File: src/core/pwm_shutdown_defines.svh
// Constants for the timer select and auto-shutdown block
`ifndef PWM_SHUTDOWN_DEFINES_SVH
`define PWM_SHUTDOWN_DEFINES_SVH
`define ADDR_TIMER_SELECT 12'h000
`define ADDR_SHUTDOWN_CTRL 12'h004
`define ADDR_RESTART_CTRL 12'h008
`define ADDR_IRQ_STATUS 12'h00c
`define ADDR_IRQ_CLEAR 12'h010
`define ADDR_IRQ_ENABLE 12'h014
`define RESET_BYTE 8'h00
`define BIT_STATUS 7
`define BIT_SRC2 6
`define BIT_SRC1 5
`define BIT_SRC0 4
`define BIT_RESTART 0
`define TSEL_MSB 1
`define AC_MSB 3
`define AC_LSB 2
`define BD_MSB 1
`define BD_LSB 0
`define TSEL_TIMER2 2'h0
`define TSEL_TIMER4 2'h1
`define TSEL_TIMER6 2'h2
`define LVL_LOW 2'h0
`define LVL_HIGH 2'h1
`define IRQ_SHUTDOWN 0
`define IRQ_RESTART 1
`endif

File: src/core/pwm_shutdown_pkg.sv
// Types for the timer select and auto-shutdown block
package pwm_shutdown_pkg;
  typedef struct packed {
    logic first;
    logic second;
    logic third;
    logic fourth;
  } pwm_pins_t;
  typedef struct packed {
    logic int_pin;
    logic cmp2;
    logic cmp3;
    logic cmp1;
  } shutdown_inputs_t;
  typedef enum logic [1:0] {
    run_st = 2'h0,
    shut_st = 2'h1,
    wait_clear_st = 2'h3
  } shutdown_state_t;
endpackage

File: src/core/pwm_timer_shutdown.sv
// Top: APB registers, timebase select and auto-shutdown for one PWM module
//
// Register access over APB and the address map are this design's own decisions.
`timescale 1ns/1ps
`include "pwm_shutdown_defines.svh"
module pwm_timer_shutdown (
  input wire logic mclk_in,
  input wire logic reset_in,
  input wire logic psel_in,
  input wire logic penable_in,
  input wire logic pwrite_in,
  input wire logic [11:0] paddr_in,
  input wire logic [31:0] pwdata_in,
  output logic [31:0] prdata_out,
  output logic pready_out,
  output logic pslverr_out,
  input wire logic int_pin_n_in,
  input wire logic cmp1_async_n_in,
  input wire logic cmp2_async_n_in,
  input wire logic cmp3_async_n_in,
  input wire logic module_three_in,
  input wire logic comparator_sync_enable_in,
  input wire logic timer1_sync_tick_in,
  input wire logic timer2_match_in,
  input wire logic timer4_match_in,
  input wire logic timer6_match_in,
  input pwm_shutdown_pkg::pwm_pins_t pwm_in,
  output logic timebase_tick_out,
  output pwm_shutdown_pkg::pwm_pins_t pin_out,
  output pwm_shutdown_pkg::pwm_pins_t pin_oe_out,
  output logic irq_out
);
  //////////////////////////////////////////////////////////////////////////////
  // Register and state storage
  logic [1:0] tsel_reg;
  logic [1:0] tsel_next;
  logic [7:0] ctrl_reg;
  logic [7:0] ctrl_next;
  logic restart_reg;
  logic restart_next;
  logic [1:0] irq_stat_reg;
  logic [1:0] irq_stat_next;
  logic [1:0] irq_en_reg;
  logic [1:0] irq_en_next;

  // APB answer
  logic [31:0] prdata_reg;
  logic [31:0] prdata_next;
  logic pready_reg;
  logic pready_next;
  logic pslverr_reg;
  logic pslverr_next;

  // Registered block outputs
  logic irq_reg;
  logic irq_next;
  logic tick_reg;
  logic tick_next;

  // Shutdown tracking
  logic cmp_hold_reg;
  logic cmp_hold_next;
  pwm_shutdown_pkg::shutdown_state_t state_reg;
  pwm_shutdown_pkg::shutdown_state_t state_next;
  pwm_shutdown_pkg::shutdown_inputs_t sync_n;

  // Qualified sources and bus decode
  logic [3:0] raw_n;
  logic cmp_src1_low;
  logic cmp_any_low;
  logic cmp_trip;
  logic event_active;
  logic apb_access;
  logic apb_write;
  logic status_write_zero;
  logic set_shutdown_ev;
  logic set_restart_ev;

  // Write strobes, one per writable register
  logic wr_tsel;
  logic wr_ctrl;
  logic wr_restart;
  logic wr_clear;
  logic wr_enable;

  //////////////////////////////////////////////////////////////////////////////
  // Pin synchronisers, one per shutdown input
  assign raw_n = {int_pin_n_in, cmp2_async_n_in, cmp3_async_n_in, cmp1_async_n_in};

  genvar gi;
  generate
    for (gi = 0; gi < 4; gi = gi + 1) begin : g_sync
      pin_sync3 u_sync (
        .mclk_in(mclk_in),
        .reset_in(reset_in),
        .async_in(raw_n[gi]),
        .sync_out(sync_n[gi])
      );
    end
  endgenerate

  //////////////////////////////////////////////////////////////////////////////
  // Shutdown source qualification
  always_comb begin
    // Module three watches comparator three, others comparator two
    cmp_src1_low = module_three_in ? ~sync_n.cmp3 : ~sync_n.cmp2;
    cmp_any_low = (ctrl_reg[`BIT_SRC1] & cmp_src1_low)
                | (ctrl_reg[`BIT_SRC0] & ~sync_n.cmp1);
    // Sync option lets comparator trips act only on timer1 ticks
    cmp_trip = comparator_sync_enable_in ? cmp_hold_reg : cmp_any_low;
    event_active = (ctrl_reg[`BIT_SRC2] & ~sync_n.int_pin) | cmp_trip;
  end

  // Comparator level sampled on timer1 ticks
  always_comb begin
    cmp_hold_next = cmp_hold_reg;
    if (timer1_sync_tick_in) begin
      cmp_hold_next = cmp_any_low;
    end
  end

  //////////////////////////////////////////////////////////////////////////////
  // APB decode and register next values
  assign apb_access = psel_in & penable_in & ~pready_reg;
  assign apb_write = apb_access & pwrite_in;
  assign status_write_zero = wr_ctrl & ~pwdata_in[`BIT_STATUS];

  // Write strobes; unmapped or read-only offsets strobe nothing
  always_comb begin
    wr_tsel = 1'b0;
    wr_ctrl = 1'b0;
    wr_restart = 1'b0;
    wr_clear = 1'b0;
    wr_enable = 1'b0;
    if (apb_write) begin
      if (paddr_in == `ADDR_TIMER_SELECT) begin
        wr_tsel = 1'b1;
      end else if (paddr_in == `ADDR_SHUTDOWN_CTRL) begin
        wr_ctrl = 1'b1;
      end else if (paddr_in == `ADDR_RESTART_CTRL) begin
        wr_restart = 1'b1;
      end else if (paddr_in == `ADDR_IRQ_CLEAR) begin
        wr_clear = 1'b1;
      end else if (paddr_in == `ADDR_IRQ_ENABLE) begin
        wr_enable = 1'b1;
      end
    end
  end

  // Writable fields; the status bit is owned by the state machine
  always_comb begin
    tsel_next = tsel_reg;
    ctrl_next = ctrl_reg;
    restart_next = restart_reg;
    irq_en_next = irq_en_reg;
    if (wr_tsel) begin
      tsel_next = pwdata_in[`TSEL_MSB:0];
    end
    if (wr_ctrl) begin
      ctrl_next[`BIT_SRC2:0] = pwdata_in[`BIT_SRC2:0];
    end
    if (wr_restart) begin
      restart_next = pwdata_in[`BIT_RESTART];
    end
    if (wr_enable) begin
      irq_en_next = pwdata_in[`IRQ_RESTART:0];
    end
    // Status bit follows the shutdown state machine
    ctrl_next[`BIT_STATUS] = (state_next != pwm_shutdown_pkg::run_st);
  end

  // Read data and error answer, one wait state after the access
  always_comb begin
    prdata_next = prdata_reg;
    pready_next = apb_access;
    pslverr_next = 1'b0;
    if (apb_access) begin
      if (paddr_in == `ADDR_TIMER_SELECT) begin
        prdata_next = {30'h0, tsel_reg};
      end else if (paddr_in == `ADDR_SHUTDOWN_CTRL) begin
        prdata_next = {24'h0, ctrl_reg};
      end else if (paddr_in == `ADDR_RESTART_CTRL) begin
        prdata_next = {31'h0, restart_reg};
      end else if (paddr_in == `ADDR_IRQ_STATUS) begin
        prdata_next = {30'h0, irq_stat_reg};
      end else if (paddr_in == `ADDR_IRQ_ENABLE) begin
        prdata_next = {30'h0, irq_en_reg};
      end else if (paddr_in == `ADDR_IRQ_CLEAR) begin
        // Write-only clear register reads as zero
        prdata_next = 32'h0;
      end else begin
        prdata_next = 32'h0;
        pslverr_next = 1'b1;
      end
    end
  end

  //////////////////////////////////////////////////////////////////////////////
  // Shutdown state machine
  always_comb begin
    state_next = state_reg;
    set_shutdown_ev = 1'b0;
    set_restart_ev = 1'b0;
    case (state_reg)
      pwm_shutdown_pkg::run_st: begin
        if (event_active) begin
          state_next = pwm_shutdown_pkg::shut_st;
          set_shutdown_ev = 1'b1;
        end else if (wr_ctrl && pwdata_in[`BIT_STATUS]) begin
          // Software may force a shutdown by setting the status bit
          state_next = pwm_shutdown_pkg::shut_st;
          set_shutdown_ev = 1'b1;
        end
      end
      pwm_shutdown_pkg::shut_st: begin
        // Active source wins over a software clear
        if (event_active) begin
          state_next = pwm_shutdown_pkg::shut_st;
        end else if (restart_reg) begin
          state_next = pwm_shutdown_pkg::run_st;
          set_restart_ev = 1'b1;
        end else if (status_write_zero) begin
          state_next = pwm_shutdown_pkg::run_st;
          set_restart_ev = 1'b1;
        end else begin
          state_next = pwm_shutdown_pkg::wait_clear_st;
        end
      end
      pwm_shutdown_pkg::wait_clear_st: begin
        if (event_active) begin
          state_next = pwm_shutdown_pkg::shut_st;
        end else if (status_write_zero || restart_reg) begin
          state_next = pwm_shutdown_pkg::run_st;
          set_restart_ev = 1'b1;
        end
      end
      default: begin
        state_next = pwm_shutdown_pkg::shut_st;
      end
    endcase
  end

  //////////////////////////////////////////////////////////////////////////////
  // Interrupt status, set beats clear
  always_comb begin
    irq_stat_next = irq_stat_reg;
    if (wr_clear) begin
      irq_stat_next = irq_stat_reg & ~pwdata_in[1:0];
    end
    if (set_shutdown_ev) begin
      irq_stat_next[`IRQ_SHUTDOWN] = 1'b1;
    end
    if (set_restart_ev) begin
      irq_stat_next[`IRQ_RESTART] = 1'b1;
    end
    irq_next = |(irq_stat_next & irq_en_next);
  end

  //////////////////////////////////////////////////////////////////////////////
  // Timebase selection; reserved code gives no tick
  always_comb begin
    case (tsel_reg)
      `TSEL_TIMER2: tick_next = timer2_match_in;
      `TSEL_TIMER4: tick_next = timer4_match_in;
      `TSEL_TIMER6: tick_next = timer6_match_in;
      default: tick_next = 1'b0;
    endcase
  end

  //////////////////////////////////////////////////////////////////////////////
  // Software registers; every implemented bit resets to zero
  always_ff @(posedge mclk_in) begin
    if (reset_in) begin
      tsel_reg <= `TSEL_TIMER2;
      ctrl_reg <= `RESET_BYTE;
      restart_reg <= 1'b0;
      irq_en_reg <= 2'h0;
    end else begin
      tsel_reg <= tsel_next;
      ctrl_reg <= ctrl_next;
      restart_reg <= restart_next;
      irq_en_reg <= irq_en_next;
    end
  end

  // APB answer flops, quiet during reset
  always_ff @(posedge mclk_in) begin
    if (reset_in) begin
      prdata_reg <= 32'h0;
      pready_reg <= 1'b0;
      pslverr_reg <= 1'b0;
    end else begin
      prdata_reg <= prdata_next;
      pready_reg <= pready_next;
      pslverr_reg <= pslverr_next;
    end
  end

  // Interrupt status and its level output
  always_ff @(posedge mclk_in) begin
    if (reset_in) begin
      irq_stat_reg <= 2'h0;
      irq_reg <= 1'b0;
    end else begin
      irq_stat_reg <= irq_stat_next;
      irq_reg <= irq_next;
    end
  end

  // Shutdown state and held comparator sample
  always_ff @(posedge mclk_in) begin
    if (reset_in) begin
      state_reg <= pwm_shutdown_pkg::run_st;
      cmp_hold_reg <= 1'b0;
    end else begin
      state_reg <= state_next;
      cmp_hold_reg <= cmp_hold_next;
    end
  end

  // Timebase tick, one cycle behind the match
  always_ff @(posedge mclk_in) begin
    if (reset_in) begin
      tick_reg <= 1'b0;
    end else begin
      tick_reg <= tick_next;
    end
  end

  //////////////////////////////////////////////////////////////////////////////
  // Output pin stage
  pwm_pin_mux u_mux (
    .mclk_in(mclk_in),
    .reset_in(reset_in),
    .shutdown_in(ctrl_reg[`BIT_STATUS]),
    .ac_level_in(ctrl_reg[`AC_MSB:`AC_LSB]),
    .bd_level_in(ctrl_reg[`BD_MSB:`BD_LSB]),
    .pwm_in(pwm_in),
    .pin_out(pin_out),
    .pin_oe_out(pin_oe_out)
  );

  assign prdata_out = prdata_reg;
  assign pready_out = pready_reg;
  assign pslverr_out = pslverr_reg;
  assign irq_out = irq_reg;
  assign timebase_tick_out = tick_reg;
endmodule

File: src/core/pin_sync3.sv
// Three-stage synchroniser, change counts when stages two and three agree
`timescale 1ns/1ps
module pin_sync3 (
  input wire logic mclk_in,
  input wire logic reset_in,
  input wire logic async_in,
  output logic sync_out
);
  logic [2:0] stage_reg;
  logic [2:0] stage_next;
  logic held_reg;
  logic held_next;

  // Idle high: pins are active low
  always_comb begin
    stage_next = {stage_reg[1:0], async_in};
    held_next = (stage_reg[1] == stage_reg[2]) ? stage_reg[2] : held_reg;
  end

  always_ff @(posedge mclk_in) begin
    if (reset_in) begin
      stage_reg <= 3'h7;
      held_reg <= 1'b1;
    end else begin
      stage_reg <= stage_next;
      held_reg <= held_next;
    end
  end

  assign sync_out = held_reg;
endmodule

File: src/core/pwm_pin_mux.sv
// Output stage: normal PWM or programmed shutdown level per pin pair
`timescale 1ns/1ps
`include "pwm_shutdown_defines.svh"
module pwm_pin_mux (
  input wire logic mclk_in,
  input wire logic reset_in,
  input wire logic shutdown_in,
  input wire logic [1:0] ac_level_in,
  input wire logic [1:0] bd_level_in,
  input pwm_shutdown_pkg::pwm_pins_t pwm_in,
  output pwm_shutdown_pkg::pwm_pins_t pin_out,
  output pwm_shutdown_pkg::pwm_pins_t pin_oe_out
);
  pwm_shutdown_pkg::pwm_pins_t pin_reg;
  pwm_shutdown_pkg::pwm_pins_t pin_next;
  pwm_shutdown_pkg::pwm_pins_t oe_reg;
  pwm_shutdown_pkg::pwm_pins_t oe_next;
  logic ac_val;
  logic bd_val;
  logic ac_oe;
  logic bd_oe;

  // Upper code bit releases the pair; lower bit is the driven level
  always_comb begin
    ac_val = (ac_level_in == `LVL_HIGH);
    ac_oe = ~ac_level_in[1];
    bd_val = (bd_level_in == `LVL_HIGH);
    bd_oe = ~bd_level_in[1];
    if (shutdown_in) begin
      pin_next = '{first: ac_val & ac_oe, second: bd_val & bd_oe, third: ac_val & ac_oe, fourth: bd_val & bd_oe};
      oe_next = '{first: ac_oe, second: bd_oe, third: ac_oe, fourth: bd_oe};
    end else begin
      pin_next = pwm_in;
      oe_next = 4'hf;
    end
  end

  // Outputs off the pin until reset clears
  always_ff @(posedge mclk_in) begin
    if (reset_in) begin
      pin_reg <= 4'h0;
      oe_reg <= 4'h0;
    end else begin
      pin_reg <= pin_next;
      oe_reg <= oe_next;
    end
  end

  assign pin_out = pin_reg;
  assign pin_oe_out = oe_reg;
endmodule

File: config.mk
export PLATFORM = sky130hd
export DESIGN_NAME = pwm_timer_shutdown
export DESIGN_NICKNAME = d
export VERILOG_FILES = /design/src/core/pwm_shutdown_pkg.sv /design/src/core/pwm_timer_shutdown.sv /design/src/core/pin_sync3.sv /design/src/core/pwm_pin_mux.sv
export VERILOG_INCLUDE_DIRS = /design/src /design/src/core
export SDC_FILE = /design/constraint.sdc
export NUM_CORES = 1
export LEC_CHECK = 0
export ABC_AREA = 1
export BUFFER_PORTS_ARGS = -buffer_cell sky130_fd_sc_hd__buf_4
export CAP_MARGIN = 20
export CORE_MARGIN = 5
export CORE_UTILIZATION = 46
export DETAILED_ROUTE_END_ITERATION = 10
export PLACE_DENSITY = 0.8
export SYNTH_ARGS = -nofsm -noshare
export SYNTH_HDL_FRONTEND = slang
export SYNTH_HIERARCHICAL = 1
export SYNTH_SLANG_ARGS = --single-unit
export TNS_END_PERCENT = 1
File: constraint.sdc
create_clock -name mclk_in -period 1.55 [get_ports mclk_in]
set_input_delay 0.465 -clock mclk_in [delete_from_list [all_inputs] [get_ports mclk_in]]
set_output_delay 0.465 -clock mclk_in [all_outputs]
set_load 0.03 [all_outputs]
=== Yosys cells after proc, flatten, opt, wreduce, memory -nomap -nowiden ===
Cells that the tools add are included.

* Bits in registers: 78
* Input bits: 63

* Eq/ne operators: 15
* Multiplexer cells: 52
* Bitwise logic cells: 23
* Reductions and logical operators: 8

{| class="wikitable"
|+ Operator list
! cell !! number
|-
| 2-to-1 mux 1 bit || 33
|-
| == test 12 x 4 -> 1 bit, second input constant || 2
|-
| == test 12 x 5 -> 1 bit, second input constant || 2
|-
| 2-to-1 mux 2 bit || 12
|-
| 2-to-1 mux 8 bit || 2
|-
| == test 12 x 3 -> 1 bit, second input constant || 1
|-
| logical NOT 12 bit || 1
|-
| AND 1 bit || 9
|-
| inverter 1 bit || 9
|-
| == test 2 x 1 -> 1 bit, second input constant || 4
|-
| 2-to-1 mux 4 bit || 2
|-
| OR reduction 7 bit || 1
|-
| one-hot mux 2 bit (3 select lines) || 1
|-
| AND 2 bit || 2
|-
| == test 1 bit || 4
|-
| == test 2 bit, second input constant || 2
|-
| logical NOT 2 bit || 2
|-
| one-hot mux 1 bit (3 select lines) || 1
|-
| inverter 2 bit || 1
|-
| bitwise OR 1 bit || 2
|-
| one-hot mux 1 bit (2 select lines) || 1
|-
| nonzero test 2 bit || 1
|-
| OR reduction 2 bit || 1
|-
| logical AND 1 bit || 1
|-
| logical OR 1 bit || 1
|}

=== Depth between registers and ports, before layout ===
* Word-level depth: 12
* Depth in mapped cells: 10
* Mapped depth without buffers: 10

=== Cells and area by module ===
Netlist, hierarchy kept.

{| class="wikitable"
|+ Modules (own cells, without submodules)
! module !! times used !! cells each !! area an instance (um2) !! sequential area each (um2)
|-
| pwm_timer_shutdown || 1 || 233 || 1,625.3 || 600.6
|-
| pin_sync3 || 4 || 15 || 128.9 || 80.1
|-
| pwm_pin_mux || 1 || 23 || 201.4 || 120.1
|}

=== Worst setup path after synthesis ===
Ideal clock, no wire load.

* Kind: input -> register
* Start point: input paddr_in[11]
* End point: register ctrl_reg[4]
* Library setup time: 0.117 ns
* Data arrival time: 1.290 ns
* Required time: 1.433 ns
* Path slack: 0.142 ns
* Cell stages on the path: 8
* Path buffers: 0
* Cell sequence: nor2_1 > nand2_2 > nor2_4 > nand2_4 > nor2_8 > inv_2 > o21ai_1 > a21oi_1

* Cells in the longest elaborated chain, start to end: 4
* Elaborated cells on any way between the ends: 5
* Classes of those cells: eq/ne: 1; mux: 3; reduce/logical: 1

{| class="wikitable"
|+ RTL lines
! item !! RTL line !! text
|-
| start, declared || pwm_timer_shutdown.sv:12 || <nowiki>input wire logic [11:0] paddr_in,</nowiki>
|-
| == test 12 x 3 -> 1 bit (no line) || - ||
|-
| 2-to-1 mux 1 bit || pwm_timer_shutdown.sv:138 || <nowiki>end else if (paddr_in == `ADDR_SHUTDOWN_CTRL) begin</nowiki>
|-
| 2-to-1 mux 1 bit * || pwm_timer_shutdown.sv:136 || <nowiki>if (paddr_in == `ADDR_TIMER_SELECT) begin</nowiki>
|-
| 2-to-1 mux 1 bit * || pwm_timer_shutdown.sv:135 || <nowiki>if (apb_write) begin</nowiki>
|-
| end signal, assigned || pwm_timer_shutdown.sv:275 || <nowiki>ctrl_reg <= `RESET_BYTE;</nowiki>
|-
| end signal, assigned || pwm_timer_shutdown.sv:280 || <nowiki>ctrl_reg <= ctrl_next;</nowiki>
|-
| end, declared || pwm_timer_shutdown.sv:37 || <nowiki>logic [7:0] ctrl_reg;</nowiki>
|}

Every way passes the cells marked *; elsewhere a longest branch is shown, timed or not.
A chain may end at the register's enable or synchronous reset.

=== Worst setup path in the final report ===
* Start point: register pready_reg, in the netlist pready_out
* End point: register irq_reg, in the netlist irq_out

* Cells in the longest elaborated chain, start to end: 12
* Elaborated cells on any way between the ends: 24
* Classes of those cells: mux: 16; bitwise: 5; reduce/logical: 3

{| class="wikitable"
|+ RTL lines
! item !! RTL line !! text
|-
| start, declared || pwm_timer_shutdown.sv:49 || <nowiki>logic pready_reg;</nowiki>
|-
| start signal, assigned || pwm_timer_shutdown.sv:294 || <nowiki>pready_reg <= pready_next;</nowiki>
|-
| inverter 1 bit * || pwm_timer_shutdown.sv:124 || <nowiki>assign apb_access = psel_in & penable_in & ~pready_reg;</nowiki>
|-
| AND 1 bit * || pwm_timer_shutdown.sv:124 ||
|-
| AND 1 bit * || pwm_timer_shutdown.sv:125 || <nowiki>assign apb_write = apb_access & pwrite_in;</nowiki>
|-
| 2-to-1 mux 1 bit || pwm_timer_shutdown.sv:135 ||
|-
| AND 1 bit || pwm_timer_shutdown.sv:126 || <nowiki>assign status_write_zero = wr_ctrl & ~pwdata_in[`BIT_STATUS];</nowiki>
|-
| 2-to-1 mux 1 bit / logical OR 1 bit (equally long branches) || pwm_timer_shutdown.sv:222, pwm_timer_shutdown.sv:232 ||
|-
| 2-to-1 mux 1 bit, on equally long branches || pwm_timer_shutdown.sv:219, pwm_timer_shutdown.sv:232 ||
|-
| 2-to-1 mux 1 bit, on equally long branches || pwm_timer_shutdown.sv:217, pwm_timer_shutdown.sv:230 ||
|-
| one-hot mux 1 bit (2 select lines) || pwm_timer_shutdown.sv:204 || <nowiki>case (state_reg)</nowiki>
|-
| 2-to-1 mux 1 bit || pwm_timer_shutdown.sv:253 || <nowiki>if (set_restart_ev) begin</nowiki>
|-
| AND 2 bit * || pwm_timer_shutdown.sv:256 || <nowiki>irq_next = |(irq_stat_next & irq_en_next);</nowiki>
|-
| OR reduction 2 bit * || pwm_timer_shutdown.sv:256 ||
|-
| end signal, assigned || pwm_timer_shutdown.sv:306 || <nowiki>irq_reg <= irq_next;</nowiki>
|-
| end, declared || pwm_timer_shutdown.sv:55 || <nowiki>logic irq_reg;</nowiki>
|}

Marked as above.

==> impl_metrics.json <==
{
  "status": "complete, no violations",
  "worstSetupEndpointType": "flop",
  "crit_path_top_delay_cell": "dfxtp_1",
  "crit_top_cell": "nand3_1",
  "ys_seq_area_share_pct": 44.4,
  "fp.dieArea_um2": 6620,
  "cts_root_buf": "clkbuf_8",
  "clkLatencyLatePin_ns": 0.30,
  "top_level_ports": 107,
  "drt_wl_total_mm": 4.76,
  "detail_route.iter0.violations": 85,
  "finalPower_uw": 2580,
  "avgSynthCellArea_um2": 7.41,
  "final_hold_viol_count": 0,
  "numCtsBuffers": 5,
  "synthMuxAreaShare_pct": 0,
  "setup_violations": 0,
  "clkTransAtPathRegs_ns": 0.09,
  "grt_pass1_vias": 1867,
  "via_per_inst": 4.54,
  "pwr-share-comb_pct": 15.4,
  "p_sw_share_pct": 26.7,
  "drv_slew": 0,
  "clock_sinks": 52,
  "grt_pass1_wl_mm": 7.58,
  "yosys_warnings": 6,
  "drt_pass1_iterations": 4,
  "peakVddDrop_mv": 0.626,
  "core-area_um2": 5010,
  "grt-ovfl-total": 0,
  "synth-seq-cells": 52,
  "ys_types": 27,
  "drive_gt1_share_pct": 24.5,
  "htreeDepth": 2,
  "drc": 0,
  "path_buf_inv": 1,
  "fillCellCount": 483,
  "pwr-share-clk_pct": 30.2,
  "cts_resized": 0,
  "worst_clock_skew_ns": 0.0111,
  "dpl_cell_area_um2": 2830,
  "drtAntennaViolNets": 0,
  "crit_type": "flop to flop",
  "cp.required_ns": 1.74,
  "pwr-share-seq_pct": 54.4,
  "initial_core_util_pct": 46.8,
  "wl_per_cell_um": 10.4,
  "worst-path-max-fanout": 7,
  "post-route-period-util_pct": 86.7,
  "crit_path_max_incr_delay_ns": 0.32,
  "critPathTopFamily": "simple AND/OR/NAND/NOR gates",
  "gp_congestion": 0.812,
  "synth_xor_area_share_pct": 0,
  "yosysTopAreaCell": "dfxtp_1",
  "synth_simple_gate_area_share_pct": 26.7,
  "largest_reg_flops": 12,
  "power_density_nw_per_um2": 882,
  "hold_buffers": 0,
  "regArea_um2": 1040,
  "multi_input_area_um2": 1000,
  "arrival_ns": 1.54,
  "synthTopCellsByArea": "dfxtp_1 (44%), nand2_1 (9.3%), buf_4 (8.3%)",
  "internal-power_uw": 1890,
  "hold_path.class": "input port to flop",
  "p_sw_uw": 689,
  "nets": 449,
  "cts_tree": "built",
  "synth_area_um2": 2340,
  "leakage_uw": 0.00149,
  "areaGrowthSynthToFinish_pct": 24.9,
  "grt_max_degree": 16,
  "synth_compound_area_share_pct": 12.2,
  "vias": 2077,
  "row_count": 26,
  "clock_tree.buffer_depth": 2,
  "postCtsSetupRepairBufs": 0,
  "io_buffers": 58,
  "antenna_cells": 0,
  "synthAdderAreaFrac_pct": 0,
  "rsz0062_at_grt": "false",
  "fmax_mhz": 744,
  "layout_common_cells": "buf_4 (70), nand2_1 (58), dfxtp_1 (52)",
  "startpoint_type": "flop",
  "min_period_ns": 1.34,
  "hpwl_mm": 3.85,
  "synth_top_family_by_area": "simple AND/OR/NAND/NOR gates",
  "die_w_um": 81.4,
  "mostFrequentLayoutCell": "buf_4",
  "antenna_found_initial": 0,
  "cap_violations": 0,
  "cp_cell_sequence": "inv_1 > nand3_1 > nor2_4 > nand3_1 > o21ai_0 > nand2_1 > nand3_1 > nand2_1",
  "die_h_um": 81.4,
  "synth_top_area_share_pct": 44.4,
  "stdcell_area_um2": 2930,
  "grtUsageTotal_pct": 14.7,
  "netlist_instances": 316,
  "regToRegSetupSlack_ns": 0.21
}
-- routing by layer --
metal | global-route usage (%) | wire, µm | up-vias
met4 | 5.41 | 43 | 0
met3 | 3.99 | 313 | 4
met5 | 0 | 0 | -
li1 | - | - | 1075
met1 | 15.6 | 1930 | 949
met2 | 27.3 | 2470 | 49
-- cells in the mapped netlist, drive strengths merged --
cell	instances
o21ai	28
o31ai	1
inv	47
o211ai	1
nand3	11
nor2	35
buf	26
nand2	61
nor3b	1
nor3	6
dfxtp	52
nand4	3
clkbuf	4
conb	1
nand3b	1
a21oi	26
nor4	1
or2	11
-- final cells by class --
cell class              count  area share, %
multi-input cells         210           34.2
clock inverters             1          0.257
inverters                  47           6.03
repair buffers             70           18.0
well taps                  70           2.99
flip-flops and latches     52           35.6
clock buffers               7           2.95
-- per-stage QoR --
step / setup TNS (ns) / hold WS (ns) / setup WS, ns / util, % / std cells
after global routing: 0 / 0.334 / 0.0800 / 58.4 / 457
after CTS: 0 / 0.334 / 0.201 / 58.4 / 457
after global placement: -0.988 / 0.387 / -0.0944 / 56.5 / 449
final: 0 / 0.342 / 0.206 / 58.4 / 457
after detailed placement: -1.29 / 0.396 / -0.108 / 56.5 / 449
after floorplan: 0 / 0.385 / 0.142 / - / 339
-- kinds of logic (layout without fill, tap and decap cells) --
kind of cell           Yosys count  count (layout)
flip-flops                      52              52
AO/OA/AOI/OAI                   56              56
AND/OR/NAND/NOR                130             130
buffers and inverters           77             125
other                            1              24
-- final timing paths --
| kind | start | to | cells after the start |
|---|---|---|---|
| min reg2reg | g_sync[3].u_sync/stage_reg[0] | g_sync[3].u_sync/stage_reg[1] | 1 |
| min | cmp2_async_n_in | g_sync[2].u_sync/stage_reg[0] | 2 |
| max reg2reg | pready_out | irq_out | 8 |
| max | pready_out | irq_out | 8 |
-- power by group through the flow --
stage / logic [µW] / clock network, µW / registers, µW
floorplan: 230 / 0 / 1480
global route: 430 / 869 / 1410
global placement: 390 / 0 / 1430
CTS: 398 / 807 / 1400
detailed placement: 397 / 0 / 1440
finish: 396 / 780 / 1400
Note: power is estimated with default switching activity, not from simulation.
